$ cat src/inc/swps_pkg.sv
// Constants for the sleep and wake power sequencer: register map, field
// positions, reset values and sequencer states.
// Assumes 32-bit register accesses at byte offsets on an 8-bit address.
`default_nettype none
package swps_pkg;

    // ========================================================================
    // Register offsets
    localparam logic [7:0] SWPS_OFS_GEN_CTRL    = 8'h00;
    localparam logic [7:0] SWPS_OFS_WAKE_LOW    = 8'h04;
    localparam logic [7:0] SWPS_OFS_WAKE_HIGH   = 8'h08;
    localparam logic [7:0] SWPS_OFS_DORMANT_SET = 8'h0c;
    localparam logic [7:0] SWPS_OFS_RAMP1_SET   = 8'h10;
    localparam logic [7:0] SWPS_OFS_RAMP2_SET   = 8'h14;

    // ========================================================================
    // General control fields
    localparam int SWPS_GC_SLEEP_REQ = 1;
    localparam int SWPS_GC_PIN_EN    = 2;
    localparam int SWPS_GC_PIN_LEVEL = 3;
    localparam int SWPS_GC_TIMER_EN  = 4;
    localparam int SWPS_GC_WIDE_CMP  = 5;
    localparam logic [31:0] SWPS_GC_RW_MASK = 32'h0000_003c;
    localparam logic [31:0] SWPS_GC_RESET   = 32'h0000_0008;

    // ========================================================================
    // Per-state settings fields
    localparam int SWPS_SET_CORE_EN  = 0;
    localparam int SWPS_SET_ANA_EN   = 1;
    localparam int SWPS_SET_PLL_EN   = 4;
    localparam int SWPS_SET_IO_EN    = 5;
    localparam int SWPS_SET_CORE_PFM = 8;
    localparam int SWPS_SET_ANA_PFM  = 9;
    localparam int SWPS_SET_CLK_STOP = 14;
    localparam int SWPS_SET_DWELL_LO = 16;
    localparam int SWPS_DWELL_W      = 5;
    localparam logic [31:0] SWPS_SET_RW_MASK = 32'h001f_4331;
    // Read-only analogue enable per state
    localparam logic [31:0] SWPS_DORMANT_RO = 32'h0000_0000;
    localparam logic [31:0] SWPS_RAMP1_RO   = 32'h0000_0000;
    localparam logic [31:0] SWPS_RAMP2_RO   = 32'h0000_0002;
    // Writable-field reset values (dwell 16 in every state)
    localparam logic [31:0] SWPS_DORMANT_RESET = 32'h0010_0000;
    localparam logic [31:0] SWPS_RAMP1_RESET   = 32'h0010_0020;
    localparam logic [31:0] SWPS_RAMP2_RESET   = 32'h0010_0031;
    // Supplies while running: everything on, tile clock running
    localparam logic [31:0] SWPS_RUNNING_SET   = 32'h0000_0033;

    // ========================================================================
    // Sequencer states
    typedef enum logic [1:0]
    {
        SWPS_RUNNING = 2'b00,
        SWPS_DORMANT = 2'b01,
        SWPS_RAMP1   = 2'b10,
        SWPS_RAMP2   = 2'b11
    } swps_state_type;

endpackage : swps_pkg

`default_nettype wire

$ cat src/rtl/swps_top.sv
// Sleep and wake power sequencer: wake-time registers, per-state supply
// settings, dwell counting and the dormant / ramp-up / running walk.
// Assumes a simple 32-bit register port, a free 64-bit real-time counter
// input, and a tick input marking each edge of the currently enabled clock.
//
// What this block does
// - Low wake-time word, read-write, reset zero, used only dormant with timer wake.
// - High wake-time word, reset zero, ignored unless wide comparison enabled.
// - Each settings register drives outputs only while in its own state.
// - Dwell field n gives minimum stay of 2 to the n cycles, resets 16.
// - Dormant leaves after dwell when timer or pin wake condition holds.
// - Dwell count advances on each tick of the currently enabled clock.
// - Ramp-up states leave after dwell only when all enabled supplies good.
// - Bit 14 stops the tile clock during its state, resets 0.
// - Bits 8 and 9 pick core and analogue modulation, 1 is PFM.
// - Bit 5 enables IO supply; resets 0 dormant, 1 in ramp-ups.
// - Bit 4 enables PLL regulator; resets 1 only in second ramp-up.
// - Bit 0 enables core converter; resets 1 only in second ramp-up.
// - Bit 1 analogue enable is read-only: 0, 0, 1 per state.
// - General control bit 4 enables timer wake, resets 0.
// - General control bit 5 selects 64-bit comparison, resets 0.
// - Bit 2 enables pin wake; bit 3 picks its level, default high.
// - Writing 1 to self-clearing bit 1 while running starts sleep.
`timescale 1ns/100ps
`default_nettype none

module swps_top
    import swps_pkg::*;
(
    input  wire logic        clk,
    input  wire logic        rst,
    input  wire logic        reg_wr,
    input  wire logic        reg_rd,
    input  wire logic [7:0]  reg_addr,
    input  wire logic [31:0] reg_wdata,
    output logic      [31:0] reg_rdata,
    input  wire logic        dwell_tick,
    input  wire logic [63:0] rtc_count,
    input  wire logic        wake_pin,
    input  wire logic        core_good,
    input  wire logic        ana_good,
    input  wire logic        pll_good,
    input  wire logic        io_good,
    output logic             core_conv_en,
    output logic             ana_conv_en,
    output logic             pll_reg_en,
    output logic             io_out_en,
    output logic             core_pfm,
    output logic             ana_pfm,
    output logic             tile_clk_stop,
    output logic      [1:0]  seq_state
);

    // ========================================================================
    // Registers
    logic [31:0]    gen_ctrl_r;
    logic [31:0]    wake_low_r;
    logic [31:0]    wake_high_r;
    logic [31:0]    set_r [3];
    swps_state_type state_r;
    swps_state_type state_nxt;
    logic [31:0]    dwell_cnt_r;
    logic [31:0]    outs_r;

    // Minimum-stay threshold: count reaches 2^n - 1 after 2^n - 1 ticks
    function automatic logic [31:0] swps_dwell_last(input logic [31:0] settings);
        logic [4:0] n;
        n = settings[SWPS_SET_DWELL_LO +: SWPS_DWELL_W];
        swps_dwell_last = (32'h0000_0001 << n) - 32'h0000_0001;
    endfunction : swps_dwell_last

    // ========================================================================
    // Address decode
    wire wr_gen   = reg_wr && (reg_addr == SWPS_OFS_GEN_CTRL);
    wire wr_low   = reg_wr && (reg_addr == SWPS_OFS_WAKE_LOW);
    wire wr_high  = reg_wr && (reg_addr == SWPS_OFS_WAKE_HIGH);
    wire wr_dorm  = reg_wr && (reg_addr == SWPS_OFS_DORMANT_SET);
    wire wr_ramp1 = reg_wr && (reg_addr == SWPS_OFS_RAMP1_SET);
    wire wr_ramp2 = reg_wr && (reg_addr == SWPS_OFS_RAMP2_SET);

    // Sleep request is honoured only while running; otherwise dropped
    wire sleep_go = wr_gen && reg_wdata[SWPS_GC_SLEEP_REQ]
                    && (state_r == SWPS_RUNNING);

    // Read-only analogue bit is merged at read time, never stored
    wire [31:0] dorm_view  = set_r[0] | SWPS_DORMANT_RO;
    wire [31:0] ramp1_view = set_r[1] | SWPS_RAMP1_RO;
    wire [31:0] ramp2_view = set_r[2] | SWPS_RAMP2_RO;

    // ========================================================================
    // Wake conditions
    wire [63:0] wake_time = {wake_high_r, wake_low_r};
    wire        wide_cmp  = gen_ctrl_r[SWPS_GC_WIDE_CMP];
    wire        rtc_hit   = wide_cmp ? (rtc_count >= wake_time)
                                     : (rtc_count[31:0] >= wake_low_r);
    wire        timer_wake = gen_ctrl_r[SWPS_GC_TIMER_EN] && rtc_hit;
    wire        pin_wake   = gen_ctrl_r[SWPS_GC_PIN_EN]
                             && (wake_pin == gen_ctrl_r[SWPS_GC_PIN_LEVEL]);

    // ========================================================================
    // Settings of the state now occupied
    wire [31:0] cur_set = (state_r == SWPS_DORMANT) ? dorm_view  :
                          (state_r == SWPS_RAMP1)   ? ramp1_view :
                          (state_r == SWPS_RAMP2)   ? ramp2_view :
                                                      SWPS_RUNNING_SET;

    wire dwell_done = (dwell_cnt_r >= swps_dwell_last(cur_set));

    // Every enabled supply must report good; disabled ones are don't-care
    wire supplies_good = (!cur_set[SWPS_SET_CORE_EN] || core_good)
                      && (!cur_set[SWPS_SET_ANA_EN]  || ana_good)
                      && (!cur_set[SWPS_SET_PLL_EN]  || pll_good)
                      && (!cur_set[SWPS_SET_IO_EN]   || io_good);

    // Dwell is sampled only on a tick, so a slow clock stretches the stay
    wire step_ok = dwell_tick && dwell_done;

    // ========================================================================
    // Next state
    always_comb
    begin
        state_nxt = state_r;
        unique case (state_r)
            SWPS_RUNNING:
                if (sleep_go)
                    state_nxt = SWPS_DORMANT;
            SWPS_DORMANT:
                if (step_ok && (timer_wake || pin_wake))
                    state_nxt = SWPS_RAMP1;
            SWPS_RAMP1:
                if (step_ok && supplies_good)
                    state_nxt = SWPS_RAMP2;
            SWPS_RAMP2:
                if (step_ok && supplies_good)
                    state_nxt = SWPS_RUNNING;
        endcase
    end

    // State and dwell counter; counter restarts on every state change
    always_ff @(posedge clk)
    begin
        if (rst)
        begin
            state_r     <= SWPS_RUNNING;
            dwell_cnt_r <= 32'h0000_0000;
        end
        else
        begin
            state_r <= state_nxt;
            if (state_nxt != state_r)
                dwell_cnt_r <= 32'h0000_0000;
            else if (dwell_tick && !dwell_done)
                dwell_cnt_r <= dwell_cnt_r + 32'h0000_0001;
        end
    end

    // ========================================================================
    // Register writes; sleep request bit is never stored (self-clearing)
    always_ff @(posedge clk)
    begin
        if (rst)
        begin
            gen_ctrl_r  <= SWPS_GC_RESET;
            wake_low_r  <= 32'h0000_0000;
            wake_high_r <= 32'h0000_0000;
            set_r[0]    <= SWPS_DORMANT_RESET;
            set_r[1]    <= SWPS_RAMP1_RESET;
            set_r[2]    <= SWPS_RAMP2_RESET;
        end
        else
        begin
            if (wr_gen)
                gen_ctrl_r <= reg_wdata & SWPS_GC_RW_MASK;
            if (wr_low)
                wake_low_r <= reg_wdata;
            if (wr_high)
                wake_high_r <= reg_wdata;
            if (wr_dorm)
                set_r[0] <= reg_wdata & SWPS_SET_RW_MASK;
            if (wr_ramp1)
                set_r[1] <= reg_wdata & SWPS_SET_RW_MASK;
            if (wr_ramp2)
                set_r[2] <= reg_wdata & SWPS_SET_RW_MASK;
        end
    end

    // ========================================================================
    // Read data, one cycle after the read strobe; unmapped reads as zero
    wire [31:0] rd_mux = (reg_addr == SWPS_OFS_GEN_CTRL)    ? gen_ctrl_r  :
                         (reg_addr == SWPS_OFS_WAKE_LOW)    ? wake_low_r  :
                         (reg_addr == SWPS_OFS_WAKE_HIGH)   ? wake_high_r :
                         (reg_addr == SWPS_OFS_DORMANT_SET) ? dorm_view   :
                         (reg_addr == SWPS_OFS_RAMP1_SET)   ? ramp1_view  :
                         (reg_addr == SWPS_OFS_RAMP2_SET)   ? ramp2_view  :
                                                              32'h0000_0000;

    always_ff @(posedge clk)
    begin
        if (rst)
            reg_rdata <= 32'h0000_0000;
        else if (reg_rd)
            reg_rdata <= rd_mux;
    end

    // ========================================================================
    // Supply outputs registered so regulators see glitch-free enables
    always_ff @(posedge clk)
    begin
        if (rst)
            outs_r <= SWPS_RUNNING_SET;
        else
            outs_r <= cur_set;
    end

    assign core_conv_en  = outs_r[SWPS_SET_CORE_EN];
    assign ana_conv_en   = outs_r[SWPS_SET_ANA_EN];
    assign pll_reg_en    = outs_r[SWPS_SET_PLL_EN];
    assign io_out_en     = outs_r[SWPS_SET_IO_EN];
    assign core_pfm      = outs_r[SWPS_SET_CORE_PFM];
    assign ana_pfm       = outs_r[SWPS_SET_ANA_PFM];
    assign tile_clk_stop = outs_r[SWPS_SET_CLK_STOP];
    assign seq_state     = state_r;

endmodule : swps_top

`default_nettype wire

$ cat config.mk
export PLATFORM = sky130hd
export DESIGN_NAME = swps_top
export DESIGN_NICKNAME = d
export VERILOG_FILES = /design/src/inc/swps_pkg.sv /design/src/rtl/swps_top.sv
export SDC_FILE = /design/constraint.sdc
export NUM_CORES = 1
export LEC_CHECK = 0
export ABC_AREA = 1
export BUFFER_PORTS_ARGS = -buffer_cell sky130_fd_sc_hd__buf_2
export CORE_UTILIZATION = 45
export CTS_BUF_LIST = sky130_fd_sc_hd__clkbuf_16
export CTS_CLUSTER_DIAMETER = 100
export DETAILED_ROUTE_END_ITERATION = 8
export PLACE_DENSITY_LB_ADDON = 0.25
export SKIP_LAST_GASP = 1
export SYNTH_ARGS = -nofsm -noshare
export SYNTH_HDL_FRONTEND = slang
export SYNTH_SLANG_ARGS = --single-unit
$ cat constraint.sdc
create_clock -name clk -period 4.95 [get_ports clk]
set_clock_uncertainty 0.1 [all_clocks]
set_input_delay 0.495 -clock clk [delete_from_list [all_inputs] [get_ports clk]]
set_output_delay 0.495 -clock clk [all_outputs]
set_load 0.1 [all_outputs]
==> results.md <==
Timing:
- Static timing analysis puts the maximum clock frequency at around 220 MHz.
- For the pin with the worst max-slew slack, the measured transition is between 1000 and 1500 ps.
- The final-report hold violation count was 0.
- The final period utilization is ~93%.
- The smallest setup slack after layout is roughly 350 ps.
- The number of pins with negative max-slew slack in the final report is 0.
- The remaining max-slew budget at the tightest pin is around 25%.
- The total of endpoints with negative setup slack in the final report is 0.
- After layout, the minimum clock period comes to about 4600 ps.

CTS:
- The clock transition at the registers of the reported paths is ~80 ps.
- In this run the deepest clock path goes through 2 buffers.
- The number of CTS-inserted buffers is 17.
- The number of hold buffers added after CTS is 0.
- The worst-skew pair later-pin latency is between 400 and 500 ps.
- The maximum level of the CTS H-tree is 4.
- The clock tree from TritonCTS is yes.
- Clock tree synthesis selected as its root buffer the cell clkbuf_16.
- The clock sink total is ~170.

Power and ir drop:
- In this run the power density over the cells is about 430 nW/um2.
- The leakage power of the design is ~5.5 nW.
- The worst-case IR drop observed on VDD is 0.259 mV.
- The total power draw is around 0.0055 W.

Worst setup path:
- The critical path class is flop to flop.
- The critical path's slowest cell is dfxtp_2.
- The slack of the worst reg-to-reg path is around 350 ps.
- The critical path contains buffers and inverters numbering 5 combined.
- The maximum fanout along the worst path is 16.
- The endpoint arrival time on the critical path is a little under 5000 ps.
- At the worst endpoint, the required time is 5230 ps.
- Among cell families on the critical path, the largest total delay comes from simple AND/OR/NAND/NOR gates.
- The most repeated library cell on the critical path is nand2_1.
- The type of destination of the critical path is a flop.
- The critical path's largest stage delay is 370 ps.
- The worst setup path is launched from a flop.

Floorplan:
- The die covers approximately 24000 um2.
- The chip height is roughly 160 um.
- The horizontal die dimension is 156 um.
- For this configuration, the core starts out at a cell density of 45.8%.
- The area of the core is roughly 23000 um2.
- around 160 I/O pins were placed.
- The number of standard-cell rows in the floorplan is 56.

Global routing:
- The pin count of the biggest net entering global routing is 60.
- The first global-routing pass estimated approximately 49 mm of wire.
- For this run, the total global-route usage over all layers was measured as 25.7%.
- The initial antenna violation count is 9.
- The number of global-route vias before repair is 9569.
- Summed over all layers, the global routing overflow is 0.

Synth:
- The fraction of registers with async set/reset is 0%.
- In the synthesized netlist the dominant register cell turns out to be dfxtp_1.
- The synthesized design contains 174 register bits.
- Yosys attributes the largest share of cell area to dfxtp_1, ha_1, nand2_1.
- The count of synthesis-stage warnings from yosys is 0.
- Summing the sequential cell areas from Yosys gives a little over a third of the chip area.
- The biggest area contributor in the post-synthesis netlist is dfxtp_1.
- The synthesized netlist net count is between 1500 and 2000.
- The cell area after synthesis is about 11000 um2.
- The average size of a mapped cell is 7.44 um2.
- The instance count of the mapped netlist is around 1400.
- After synthesis, the netlist uses 52 different library cells.
- The proportion of netlist area held by the largest area contributor is between 20% and 30%.
- In this run, synthesis inferred 33 flip-flops with an integrated enable.

Place:
- Detailed placement ended at an HPWL of 23.3 mm.
- Timing analysis after detailed placement gives a worst setup slack of around 140 ps.
- Port buffering added 154 buffers.
- The routability congestion estimate is between 0.9 and 1.

Final layout:
- In the final design database the tool counted around 1800 nets.
- In the final layout, the multi-input gates occupy about 6000 um2.
- The layout overhead on the synthesized area is 19.1%.
- The top cell types in the final layout, fill and taps aside, are nand2_1, inv_1, a21oi_1, buf_2, dfxtp_1.
- Fill cells in the final layout number 2265.
- The most common cell after layout, fill and taps aside is nand2_1.
- The area taken by flip-flops and latches is 3820 um2.
- The fraction of layout instances using a drive strength above 1 is between 15 and 20%.

Detailed routing:
- Once detail routing completed, the nets flagged for antenna violations numbered 0.
- The DRC violation total after the first TritonRoute iteration is 676.
- Before antenna repair, the detailed router went through 6 iterations.
- The number of vias per cell after detailed routing is 5.18.
- In the routed design, unresolved DRC markers number 0.
- Wires add up to 31.1 mm.
- The number of vias in the routed layout is around 10000.
- The average detailed-routed wire length per instance is between 15 and 20 um.

Status:
- The flow ran to the end, and the final reports show no timing, DRC or antenna violations.

Min path:
- The tightest min-delay check is of the input port to flop type.

Flow run:
- Across the run, the number of max-cap violations was 0.
registers in the layout (all words and copies together) (netlist names):
register,cells
gen_ctrl_r,4
wake_high_r,32
seq_state,2
wake_low_r,32
set_r,33
reg_rdata,32
outs_r,7
dwell_cnt_r,32
cell usage after synthesis (5+ instances only):
library cell / instances
xnor2_1: 18
o21ai_0: 84
o22ai_1: 24
inv_1: 161
nand2_1: 310
o21a_1: 6
o211ai_1: 19
nor2_1: 141
a21o_1: 5
mux2i_1: 10
nor2_2: 12
nor3_1: 22
nand3_1: 32
inv_2: 5
edfxtp_1: 33
nand2_2: 13
nand4_1: 22
clkbuf_1: 36
xor2_1: 28
buf_6: 6
dfxtp_1: 141
nor2_4: 5
a21oi_1: 158
ha_1: 103
report_power, final:
group	internal [W]	leakage, nW	total, W	switching [W]
clock	0.000721	0.313	0.00148	0.000763
combinational	0.000918	3.72	0.00248	0.00156
sequential	0.00148	1.46	0.00151	0.0000276
final timing paths:
kind                     start         endpoint  cells after the start
setup / recovery  seq_state[0]  dwell_cnt_r[23]                     36
hold / removal    reg_wdata[3]    gen_ctrl_r[3]                      3
setup reg to reg  seq_state[0]  dwell_cnt_r[23]                     36
hold reg to reg   reg_rdata[7]     reg_rdata[7]                      2
final cells by class:
type	instances	area share [%]
Sequential cell	174	29.8
Clock inverter	15	1.76
Clock buffer	17	3.32
Antenna cell	9	0.176
Inverter	173	5.21
Tap cell	319	3.12
Multi-Input combinational cell	1050	47.9
Timing Repair Buffer	194	8.70
through the flow:
stage | hold WS (ps) | instances | instance area (um2) | TNS, ps | utilization [%]
2_1_floorplan | 348 | 1444 | 10700 | 0 | -
3_3_place_gp | 350 | 1901 | 11900 | 0 | 50.8
3_5_place_dp | 354 | 1901 | 11900 | 0 | 50.8
4_1_cts | 203 | 1933 | 12600 | 0 | 53.6
5_1_grt | 226 | 1947 | 12800 | -19.4 | 54.5
6_report | 218 | 1951 | 12800 | 0 | 54.5
logic make-up after synthesis:
| kind of cell | after synthesis | share of synthesized area [%] |
|---|---|---|
| AO/OA/AOI/OAI | 314 | 16.3 |
| XOR/XNOR | 47 | 3.90 |
| adder cells (fa/ha/maj) | 103 | 12.0 |
| buffers and inverters | 220 | 8.24 |
| flip-flops | 174 | 35.5 |
| multiplexers | 10 | 0.932 |
| other | 1 | 0.0349 |
| AND/OR/NAND/NOR | 575 | 23.1 |
per-layer routing:
layer	routed length (um)	part of all wire [%]	vias up	track usage, %
li1	-	-	5145	-
met1	13600	44	4639	31.6
met2	15000	48	272	43.6
met3	1540	5.0	57	4.68
met4	1010	3.2	0	11.5
met5	0	0	-	0
worst reg2reg max path, delay by kind of cell (launching register included):
kind            cells  cell delay (ps)
buf+inv             5              700
flops               1              370
xor+xnor            1              120
compound gates      2              300
simple gates       26             2460
fa+ha+maj           2              460
timing repair:
item | CTS | global route
buffers inserted | 0 | 8
endpoints found under the setup margin | 0 | 32
gates resized for setup | 0 | 26
Note: power is estimated with default switching activity, not from simulation.
